[config.mk]
export PLATFORM = sky130hd
export DESIGN_NAME = ipl_dev_end_flat
export DESIGN_NICKNAME = d
export VERILOG_FILES = /design/src/ipl_pkg.sv /design/src/ipl_link_if.sv /design/src/ipl_dev_end.sv /design/src/flat_wrapper.sv
export VERILOG_INCLUDE_DIRS = /design/src
export SDC_FILE = /design/constraint.sdc
export NUM_CORES = 1
export LEC_CHECK = 0
export BUFFER_PORTS_ARGS = -buffer_cell sky130_fd_sc_hd__buf_4
export CAP_MARGIN = 5
export CORE_MARGIN = 4
export CORE_UTILIZATION = 32
export CTS_BUF_LIST = sky130_fd_sc_hd__clkbuf_16
export CTS_CLUSTER_DIAMETER = 120
export DETAILED_ROUTE_END_ITERATION = 16
export HOLD_SLACK_MARGIN = 0.02
export PLACE_DENSITY = 0.53
export SLEW_MARGIN = 0
export SYNTH_ARGS = -nofsm -noshare
export SYNTH_HDL_FRONTEND = slang
export SYNTH_SLANG_ARGS = --single-unit
[constraint.sdc]
create_clock -name i_clk_sys -period 1.85 [get_ports i_clk_sys]
set_clock_uncertainty 0.1 [all_clocks]
set_input_delay 0.0925 -clock i_clk_sys [delete_from_list [all_inputs] [get_ports i_clk_sys]]
set_output_delay 0.0925 -clock i_clk_sys [all_outputs]
set_load 0.05 [all_outputs]
[src/ipl_defs.svh]
// Register map, field positions, reset values and timing counts of the link
`ifndef IPL_DEFS_SVH
`define IPL_DEFS_SVH

// Register byte offsets on the plain register port
`define IPL_REG_CMD      8'h00
`define IPL_REG_TXDATA   8'h04
`define IPL_REG_STATUS   8'h08
`define IPL_REG_ERROR    8'h0c
`define IPL_REG_IRQEN    8'h10
`define IPL_REG_RXDATA   8'h14

// channel_command_reg fields
`define IPL_CMD_WRT_LSB    0
`define IPL_CMD_ST_LSB     4
`define IPL_CMD_PEND_BIT   8
`define IPL_CMD_TOKEN_BIT  9
`define IPL_CMD_WAIT_BIT   10

// channel_irq_enable_reg fields
`define IPL_IRQEN_WRITE_ACK_IRQ_ENABLE_LSB 0
`define IPL_IRQEN_TOE_LSB  4

// rx data register fields
`define IPL_RX_CHAN_LSB    8
`define IPL_RX_KIND_BIT    10

// Reset values
`define IPL_TXDATA_RST   8'h00
`define IPL_IRQEN_RST    4'h0

// Ack wait before a channel timeout error, in clock cycles
`define IPL_ACK_TIMEOUT_CYC 1024
`define IPL_TMO_W           16
`define IPL_CHAN_MAX        4

`endif

[src/ipl_pkg.sv]
// Types shared by both ends of the inter-processor link
package ipl_pkg;

  typedef enum logic [1:0] {
    FK_WRITE   = 2'b00,
    FK_STREAM  = 2'b01,
    FK_ACK     = 2'b10,
    FK_TRIGGER = 2'b11
  } frame_kind_e;

  typedef enum logic [1:0] {
    S_NO_TOKEN = 2'b00,
    S_HOLD     = 2'b01,
    S_WAIT_ACK = 2'b10
  } node_state_e;

endpackage

[src/ipl_link_if.sv]
// Frame-level link joining the device end and the peer end
`timescale 1ns/1ps
interface ipl_link_if;
  logic                   d2p_valid;
  ipl_pkg::frame_kind_e   d2p_kind;
  logic [1:0]             d2p_chan;
  logic [7:0]             d2p_data;
  logic                   p2d_valid;
  ipl_pkg::frame_kind_e   p2d_kind;
  logic [1:0]             p2d_chan;
  logic [7:0]             p2d_data;

  modport dev (
    output d2p_valid, d2p_kind, d2p_chan, d2p_data,
    input  p2d_valid, p2d_kind, p2d_chan, p2d_data
  );

  modport peer (
    input  d2p_valid, d2p_kind, d2p_chan, d2p_data,
    output p2d_valid, p2d_kind, p2d_chan, p2d_data
  );
endinterface

[src/ipl_dev_end.sv]
// Device node: register-driven write control with token arbitration
`timescale 1ns/1ps
`include "ipl_defs.svh"
module ipl_dev_end #(
  parameter int CHANNELS    = `IPL_CHAN_MAX,
  parameter int ACK_TIMEOUT = `IPL_ACK_TIMEOUT_CYC,
  parameter bit INIT_TOKEN  = 1'b1
) (
  // Clock and reset
  input  wire logic        i_clk_sys,
  input  wire logic        i_srst,
  // Register port
  input  wire logic [7:0]  i_addr,
  input  wire logic [31:0] i_wdata,
  input  wire logic        i_wr,
  input  wire logic        i_rd,
  output logic [31:0]      o_rdata,
  // Interrupt
  output logic             o_irq,
  // Link
  ipl_link_if.dev          link
);

  if (CHANNELS < 1 || CHANNELS > `IPL_CHAN_MAX) begin : g_chk_ch
    $error("ipl_dev_end: CHANNELS must be 1 to 4");
  end
  if (ACK_TIMEOUT < 2 || ACK_TIMEOUT >= (1 << `IPL_TMO_W)) begin : g_chk_to
    $error("ipl_dev_end: ACK_TIMEOUT out of range");
  end

  localparam int CW = CHANNELS;

  function automatic logic [CW-1:0] chan_bit(input logic [1:0] c);
    logic [CW-1:0] m;
    m = '0;
    for (int i = 0; i < CW; i++) begin
      m[i] = (c == 2'(i));
    end
    return m;
  endfunction

  function automatic logic [1:0] lowest(input logic [CW-1:0] m);
    logic [1:0] c;
    c = 2'h0;
    for (int i = CW - 1; i >= 0; i--) begin
      if (m[i]) begin
        c = 2'(i);
      end
    end
    return c;
  endfunction

  ipl_pkg::node_state_e  state_r;
  ipl_pkg::node_state_e  state_nxt;
  logic                  req_valid_r;
  logic                  req_stream_r;
  logic [1:0]            req_chan_r;
  logic [1:0]            out_chan_r;
  logic [7:0]            tx_data_r;
  logic [`IPL_TMO_W-1:0] tmo_cnt_r;
  logic [CW-1:0]         ack_rcv_r;
  logic [CW-1:0]         toe_r;
  logic [CW-1:0]         write_ack_irq_enable_r;
  logic [CW-1:0]         toe_ie_r;
  logic [7:0]            rx_data_r;
  logic [1:0]            rx_chan_r;
  logic                  rx_stream_r;
  logic                  tx_valid_nxt;
  ipl_pkg::frame_kind_e  tx_kind_nxt;
  logic [1:0]            tx_chan_nxt;
  logic [7:0]            tx_data_nxt;
  logic                  send_req;
  logic                  ack_evt;
  logic                  tmo_evt;
  logic                  rx_wr;
  logic                  rx_trig;
  logic                  rx_ack;
  logic                  cmd_wr;
  logic [CW-1:0]         cmd_wrt;
  logic [CW-1:0]         cmd_st;
  logic [CW-1:0]         cmd_any;
  logic [1:0]            cmd_chan;
  logic                  can_take;
  logic                  take;
  logic [CW-1:0]         refused;
  logic [CW-1:0]         ack_set;
  logic [CW-1:0]         toe_set;
  logic [31:0]           rd_word;

  assign rx_wr   = link.p2d_valid && (link.p2d_kind == ipl_pkg::FK_WRITE ||
                                      link.p2d_kind == ipl_pkg::FK_STREAM);
  assign rx_trig = link.p2d_valid && link.p2d_kind == ipl_pkg::FK_TRIGGER;
  assign rx_ack  = link.p2d_valid && link.p2d_kind == ipl_pkg::FK_ACK;

  // Command decode; write start wins over stream start on one channel
  assign cmd_wr   = i_wr && i_addr == `IPL_REG_CMD;
  assign cmd_wrt  = cmd_wr ? i_wdata[`IPL_CMD_WRT_LSB +: CW] : '0;
  assign cmd_st   = cmd_wr ? i_wdata[`IPL_CMD_ST_LSB +: CW] : '0;
  assign cmd_any  = cmd_wrt | cmd_st;
  assign cmd_chan = lowest(cmd_any);

  // A start is taken only with nothing queued and no ack outstanding
  assign can_take = !req_valid_r && state_r != ipl_pkg::S_WAIT_ACK;
  assign take     = can_take && |cmd_any;
  // Refusing instead of sending keeps the earlier frame's last byte intact
  assign refused  = can_take ? (cmd_any & ~chan_bit(cmd_chan))
                             : cmd_any;

  always_comb begin
    state_nxt    = state_r;
    tx_valid_nxt = 1'b0;
    tx_kind_nxt  = ipl_pkg::FK_TRIGGER;
    tx_chan_nxt  = 2'h0;
    tx_data_nxt  = 8'h00;
    send_req     = 1'b0;
    ack_evt      = 1'b0;
    tmo_evt      = 1'b0;
    if (rx_wr) begin
      // Peer only writes while it holds the token, so no clash here
      tx_valid_nxt = 1'b1;
      tx_kind_nxt  = ipl_pkg::FK_ACK;
      tx_chan_nxt  = link.p2d_chan;
    end else begin
      case (state_r)
        ipl_pkg::S_HOLD, ipl_pkg::S_NO_TOKEN: begin
          if (state_r == ipl_pkg::S_HOLD || rx_trig) begin
            tx_valid_nxt = 1'b1;
            if (req_valid_r) begin
              tx_kind_nxt = req_stream_r ? ipl_pkg::FK_STREAM
                                         : ipl_pkg::FK_WRITE;
              tx_chan_nxt = req_chan_r;
              tx_data_nxt = tx_data_r;
              send_req    = 1'b1;
              state_nxt   = ipl_pkg::S_WAIT_ACK;
            end else begin
              state_nxt   = ipl_pkg::S_NO_TOKEN;
            end
          end
        end
        ipl_pkg::S_WAIT_ACK: begin
          if (rx_ack && link.p2d_chan == out_chan_r) begin
            ack_evt      = 1'b1;
            tx_valid_nxt = 1'b1;
            state_nxt    = ipl_pkg::S_NO_TOKEN;
          end else if (tmo_cnt_r == `IPL_TMO_W'(ACK_TIMEOUT - 1)) begin
            tmo_evt      = 1'b1;
            tx_valid_nxt = 1'b1;
            state_nxt    = ipl_pkg::S_NO_TOKEN;
          end
        end
        default: state_nxt = ipl_pkg::S_NO_TOKEN;
      endcase
    end
  end

  always_ff @(posedge i_clk_sys) begin
    if (i_srst) begin
      state_r <= INIT_TOKEN ? ipl_pkg::S_HOLD : ipl_pkg::S_NO_TOKEN;
    end else begin
      state_r <= state_nxt;
    end
  end

  // Queued request, one deep
  always_ff @(posedge i_clk_sys) begin
    if (i_srst) begin
      req_valid_r  <= 1'b0;
      req_stream_r <= 1'b0;
      req_chan_r   <= 2'h0;
      out_chan_r   <= 2'h0;
    end else begin
      if (send_req) begin
        req_valid_r <= 1'b0;
        out_chan_r  <= req_chan_r;
      end else if (take) begin
        req_valid_r  <= 1'b1;
        req_stream_r <= !(|(cmd_wrt & chan_bit(cmd_chan)));
        req_chan_r   <= cmd_chan;
      end
    end
  end

  always_ff @(posedge i_clk_sys) begin
    if (i_srst || state_r != ipl_pkg::S_WAIT_ACK) begin
      tmo_cnt_r <= '0;
    end else begin
      tmo_cnt_r <= tmo_cnt_r + `IPL_TMO_W'(1);
    end
  end

  // Sticky flags; a set in the clearing read's cycle survives it
  assign ack_set = ack_evt ? chan_bit(out_chan_r) : '0;
  assign toe_set = refused | (tmo_evt ? chan_bit(out_chan_r) : '0);

  always_ff @(posedge i_clk_sys) begin
    if (i_srst) begin
      ack_rcv_r <= '0;
    end else if (i_rd && i_addr == `IPL_REG_STATUS) begin
      ack_rcv_r <= ack_set;
    end else begin
      ack_rcv_r <= ack_rcv_r | ack_set;
    end
  end

  always_ff @(posedge i_clk_sys) begin
    if (i_srst) begin
      toe_r <= '0;
    end else if (i_rd && i_addr == `IPL_REG_ERROR) begin
      toe_r <= toe_set;
    end else begin
      toe_r <= toe_r | toe_set;
    end
  end

  always_ff @(posedge i_clk_sys) begin
    if (i_srst) begin
      tx_data_r <= `IPL_TXDATA_RST;
      write_ack_irq_enable_r    <= CW'(`IPL_IRQEN_RST);
      toe_ie_r  <= CW'(`IPL_IRQEN_RST);
    end else if (i_wr && i_addr == `IPL_REG_TXDATA) begin
      tx_data_r <= i_wdata[7:0];
    end else if (i_wr && i_addr == `IPL_REG_IRQEN) begin
      write_ack_irq_enable_r   <= i_wdata[`IPL_IRQEN_WRITE_ACK_IRQ_ENABLE_LSB +: CW];
      toe_ie_r <= i_wdata[`IPL_IRQEN_TOE_LSB +: CW];
    end
  end

  always_ff @(posedge i_clk_sys) begin
    if (i_srst) begin
      rx_data_r   <= 8'h00;
      rx_chan_r   <= 2'h0;
      rx_stream_r <= 1'b0;
    end else if (rx_wr) begin
      rx_data_r   <= link.p2d_data;
      rx_chan_r   <= link.p2d_chan;
      rx_stream_r <= link.p2d_kind == ipl_pkg::FK_STREAM;
    end
  end

  always_ff @(posedge i_clk_sys) begin
    if (i_srst) begin
      link.d2p_valid <= 1'b0;
      link.d2p_kind  <= ipl_pkg::FK_TRIGGER;
      link.d2p_chan  <= 2'h0;
      link.d2p_data  <= 8'h00;
    end else begin
      link.d2p_valid <= tx_valid_nxt;
      link.d2p_kind  <= tx_kind_nxt;
      link.d2p_chan  <= tx_chan_nxt;
      link.d2p_data  <= tx_data_nxt;
    end
  end

  always_comb begin
    rd_word = 32'h0000_0000;
    case (i_addr)
      `IPL_REG_CMD: begin
        if (state_r == ipl_pkg::S_WAIT_ACK) begin
          rd_word[`IPL_CMD_WRT_LSB +: CW] = chan_bit(out_chan_r);
        end
        rd_word[`IPL_CMD_PEND_BIT]  = req_valid_r;
        rd_word[`IPL_CMD_TOKEN_BIT] = state_r != ipl_pkg::S_NO_TOKEN;
        rd_word[`IPL_CMD_WAIT_BIT]  = state_r == ipl_pkg::S_WAIT_ACK;
      end
      `IPL_REG_TXDATA: rd_word[7:0] = tx_data_r;
      `IPL_REG_STATUS: rd_word[CW-1:0] = ack_rcv_r;
      `IPL_REG_ERROR:  rd_word[CW-1:0] = toe_r;
      `IPL_REG_IRQEN: begin
        rd_word[`IPL_IRQEN_WRITE_ACK_IRQ_ENABLE_LSB +: CW] = write_ack_irq_enable_r;
        rd_word[`IPL_IRQEN_TOE_LSB +: CW]  = toe_ie_r;
      end
      `IPL_REG_RXDATA: begin
        rd_word[7:0]                       = rx_data_r;
        rd_word[`IPL_RX_CHAN_LSB +: 2]     = rx_chan_r;
        rd_word[`IPL_RX_KIND_BIT]          = rx_stream_r;
      end
      default: rd_word = 32'h0000_0000;
    endcase
  end

  // Data stands only in the cycle after the read strobe
  always_ff @(posedge i_clk_sys) begin
    if (i_srst) begin
      o_rdata <= 32'h0000_0000;
    end else begin
      o_rdata <= i_rd ? rd_word : 32'h0000_0000;
    end
  end

  always_ff @(posedge i_clk_sys) begin
    if (i_srst) begin
      o_irq <= 1'b0;
    end else begin
      o_irq <= |(ack_rcv_r & write_ack_irq_enable_r) | |(toe_r & toe_ie_r);
    end
  end

endmodule

[src/flat_wrapper.sv]
// flat-port wrapper written by rule: the top's interface ports become plain ports
module ipl_dev_end_flat 
#(
  parameter int CHANNELS    = `IPL_CHAN_MAX,
  parameter int ACK_TIMEOUT = `IPL_ACK_TIMEOUT_CYC,
  parameter bit INIT_TOKEN  = 1'b1
)
  (i_clk_sys, i_srst, i_addr, i_wdata, i_wr, i_rd, o_rdata, o_irq, link_d2p_valid, link_d2p_kind, link_d2p_chan, link_d2p_data, link_p2d_valid, link_p2d_kind, link_p2d_chan, link_p2d_data);
  ipl_link_if link_i ();
  input  wire logic i_clk_sys;
  input  wire logic i_srst;
  input  wire logic [7:0] i_addr;
  input  wire logic [31:0] i_wdata;
  input  wire logic i_wr;
  input  wire logic i_rd;
  output logic [31:0] o_rdata;
  output logic o_irq;
  output wire logic [$bits(link_i.d2p_valid)-1:0] link_d2p_valid;
  output wire logic [$bits(link_i.d2p_kind)-1:0] link_d2p_kind;
  output wire logic [$bits(link_i.d2p_chan)-1:0] link_d2p_chan;
  output wire logic [$bits(link_i.d2p_data)-1:0] link_d2p_data;
  input wire logic [$bits(link_i.p2d_valid)-1:0] link_p2d_valid;
  input wire logic [$bits(link_i.p2d_kind)-1:0] link_p2d_kind;
  input wire logic [$bits(link_i.p2d_chan)-1:0] link_p2d_chan;
  input wire logic [$bits(link_i.p2d_data)-1:0] link_p2d_data;
  assign link_d2p_valid = link_i.d2p_valid;
  assign link_d2p_kind = link_i.d2p_kind;
  assign link_d2p_chan = link_i.d2p_chan;
  assign link_d2p_data = link_i.d2p_data;
  assign link_i.p2d_valid = link_p2d_valid;
  assign link_i.p2d_kind = link_p2d_kind;
  assign link_i.p2d_chan = link_p2d_chan;
  assign link_i.p2d_data = link_p2d_data;
  ipl_dev_end #(.CHANNELS(CHANNELS), .ACK_TIMEOUT(ACK_TIMEOUT), .INIT_TOKEN(INIT_TOKEN)) u_core (.i_clk_sys(i_clk_sys), .i_srst(i_srst), .i_addr(i_addr), .i_wdata(i_wdata), .i_wr(i_wr), .i_rd(i_rd), .o_rdata(o_rdata), .o_irq(o_irq), .link(link_i));
endmodule
==> flow_summary.json <==
{
  "status": "finished, final reports clean",
  "vdd_drop_max_mv": 0.365,
  "wl_um": 10200,
  "r2r-start": "u_core.tmo_cnt_r[7]",
  "slew_viol_final": 0,
  "synth_edf_count": 0,
  "cts_buffers": 9,
  "relSlewSlack_pct": 64.8,
  "clkPwrFrac_pct": 42.9,
  "fmax_ghz": 0.601,
  "rsz0062_at_grt": "false",
  "tightest_slew_ns": 0.520,
  "area_growth_syn_to_layout_pct": 29.4,
  "grt_usage_pct": 15.9,
  "cp_max_fo": 4,
  "fin_crit_sh_pct": 90.0,
  "route.vias.total": 3242,
  "startpoint": "link_p2d_chan[1]",
  "drcViolationCount": 0,
  "critPathBufInv": 2,
  "post-place-ws_ns": 0.216,
  "start_util_pct": 32.9,
  "drive_above_1_share_pct": 21.9,
  "rrSetupSlack_ns": 0.23,
  "row_count": 39,
  "die_height_um": 117,
  "drv_cap": 0,
  "yosysTopAreaCell": "dfxtp_1",
  "wl_per_cell_um": 15.5,
  "p_total_mw": 3.86,
  "internal_power_mw": 2.86,
  "finalHoldViolCount": 0,
  "grt_pass1_vias": 3243,
  "fin_nets": 573,
  "port_buffers": 57,
  "start_kind": "input pin",
  "cts_sinks": 84,
  "setup_viol": 0,
  "synthTopCellsByArea": "dfxtp_1 44%, mux2i_1 6.9%, nor2_1 5.1%, buf_4 4.4%, nand2_1 4.3%",
  "cp_slowest_cell": "or4_1",
  "yosys_warnings": 0,
  "ant_nets": 0,
  "io_pins": 103,
  "cts.reportedPaths.clkPinSlew_ns": 0.06,
  "hold_start": "i_rd",
  "dieArea_sq_mm": 0.0136,
  "drt-vias-per-instance": 4.89,
  "firstDrtPassIters": 4,
  "path_cells": "dlygate4sd3_1 -> buf_4 -> xor2_1 -> or4_1 -> nand4b_1 -> a21oi_1",
  "ctsResizeCount": 0,
  "yosysTopAreaCellShare_pct": 44.4,
  "p_sw_mw": 0.999,
  "required_ns": 1.97,
  "synth.top_cells.by_count": "84 x dfxtp_1, 51 x nor2_1, 43 x nand2_1",
  "cts_root_buf": "clkbuf_16",
  "multi_input_area_sq_mm": 0.00191,
  "critPathTopFamily": "simple AND/OR/NAND/NOR gates",
  "synth_area_sq_mm": 0.00379,
  "postSynthAreaPerCell_sq_um": 9.02,
  "worstSetupPathType": "input pin to register",
  "p_per_area_mw_per_mm2": 788,
  "pwr-share-seq_pct": 47.5,
  "dp.cells": 623,
  "leakage_nw": 1.98,
  "ys_seq_area_share_pct": 44.4,
  "fillers": 1187,
  "setup_tns_ns": 0,
  "routabilityCongestion": 0.836,
  "cts.htree.levels": 3,
  "die_w_um": 117,
  "power_frac_comb_pct": 9.5,
  "regArea_sq_mm": 0.00168,
  "setup_ws_ns": 0.185,
  "diodes": 0,
  "synthCells": 420,
  "hold_path_class": "input pin to register",
  "clk_path_buf_depth": 2,
  "grt_max_degree": 27,
  "max_stage_delay_ns": 0.62,
  "insertion_delay_ns": 0.34,
  "dp_hpwl_um": 7650,
  "critPathArrivalTime_ns": 1.79,
  "ys_types": 52,
  "grt-ovfl-total": 0,
  "synth_most_common_cell": "dfxtp_1",
  "synth_ff_type": "dfxtp_1",
  "synthArstFlopShare_pct": 0,
  "antenna_found_initial": 0,
  "fin_cells": 663,
  "drt_iter0_markers": 264,
  "netSwitchingFraction_pct": 25.9,
  "final.min_clock_period_ns": 1.66,
  "cts_setup_buffers": 0,
  "holdWs_ns": 0.0663,
  "synth-seq-cells": 84,
  "tritoncts": "built",
  "core_sq_mm": 0.0115,
  "grt_pass1_wl_um": 16700,
  "end_kind": "register"
}
## metal layers
metal  global-route usage (%)  up-vias  part of all wire [%]
met1                     22.0     1512                    49
met3                     2.42       10                   4.4
met4                     6.88        0                   1.7
li1                         -     1644                     -
met5                        0        -                     0
met2                     24.5       76                    44
## cell usage in the layout (no fill, tap or decap), types with 6 or more instances in the layout
cell type and n:
nand3_1 6, inv_1 8, nor2_1 51, a32oi_1 6
conb_1 21, nand2_1 43, dfxtp_1 84, a21oi_1 30
nor4_1 9, nand4_1 6, buf_4 78, a22oi_1 13
clkbuf_16 9, xnor2_1 10, o21ai_0 6, and3_1 12
mux2i_1 26, nor2b_1 6, dlygate4sd3_1 24
## sequential cells by signal, summed over array words and instances, names as in the netlist
name                           flops
u_core.o_rdata                    11
u_core.ack_rcv_r                   4
u_core.link.d2p_kind               2
u_core.link.d2p_chan               2
u_core.req_chan_r                  2
u_core.tmo_cnt_r                  16
u_core.toe_r                       4
u_core.rx_chan_r                   2
u_core.link.d2p_data               8
u_core.o_irq                       1
u_core.toe_ie_r                    4
u_core.rx_stream_r                 1
u_core.write_ack_irq_enable_r      4
u_core.req_stream_r                1
u_core.tx_data_r                   8
u_core.out_chan_r                  2
u_core.link.d2p_valid              1
u_core.req_valid_r                 1
u_core.rx_data_r                   8
u_core.state_r                     2
## power by group through the flow
| stage | sequential (mW) | combinational (mW) | clock, mW |
|---|---|---|---|
| CTS | 1.84 | 0.366 | 1.71 |
| global placement | 1.88 | 0.325 | 0 |
| detailed placement | 1.88 | 0.326 | 0 |
| floorplan | 1.89 | 0.225 | 0 |
| global route | 1.84 | 0.394 | 1.77 |
| finish | 1.84 | 0.367 | 1.66 |
## area by class of cell
| cell class | count | share of cell area, % |
|---|---|---|
| tap | 143 | 3.65 |
| sequential | 84 | 34.3 |
| clock buffer | 9 | 4.59 |
| inverter | 8 | 0.613 |
| multi-input combinational | 310 | 38.9 |
| clock inverter | 7 | 1.05 |
| timing repair buffer | 102 | 16.8 |
## worst min-delay path: stages
cell and delay, ns:
buf_4 0.09, nand2b_1 0.16, nor2_1 0.13
## path summary, 6_finish.rpt
path | endpoint | depth (start not counted)
worst min register to register | u_core.rx_data_r[3] | 2
worst max-delay path | u_core.toe_r[3] | 6
worst min-delay path | u_core.o_rdata[10] | 3
worst max register to register | u_core.tmo_cnt_r[15] | 4
## logic make-up after synthesis
family / share of synthesized area (%)
buffers and inverters: 7.20
AOI/OAI and AO/OA: 12.0
adders and majority gates: 0.330
muxes: 8.36
other: 0.0990
xor gates and xnor gates: 3.01
and+or+nand+nor: 24.6
DFF: 44.4
## through the flow
step                area, sq um  util (%)
finish                     4900      42.6
global route               4900      42.6
CTS                        4900      42.6
detailed placement         4390      38.1
global placement           4390      38.1
floorplan                  3860         -
## repair_timing
item / 4_1_cts / 5_1_grt
hold buffers: 24 / 0
endpoints found under the hold margin: 31 / 0
endpoints found under the setup margin: 0 / 0
Power figures use the tool's default switching activity.
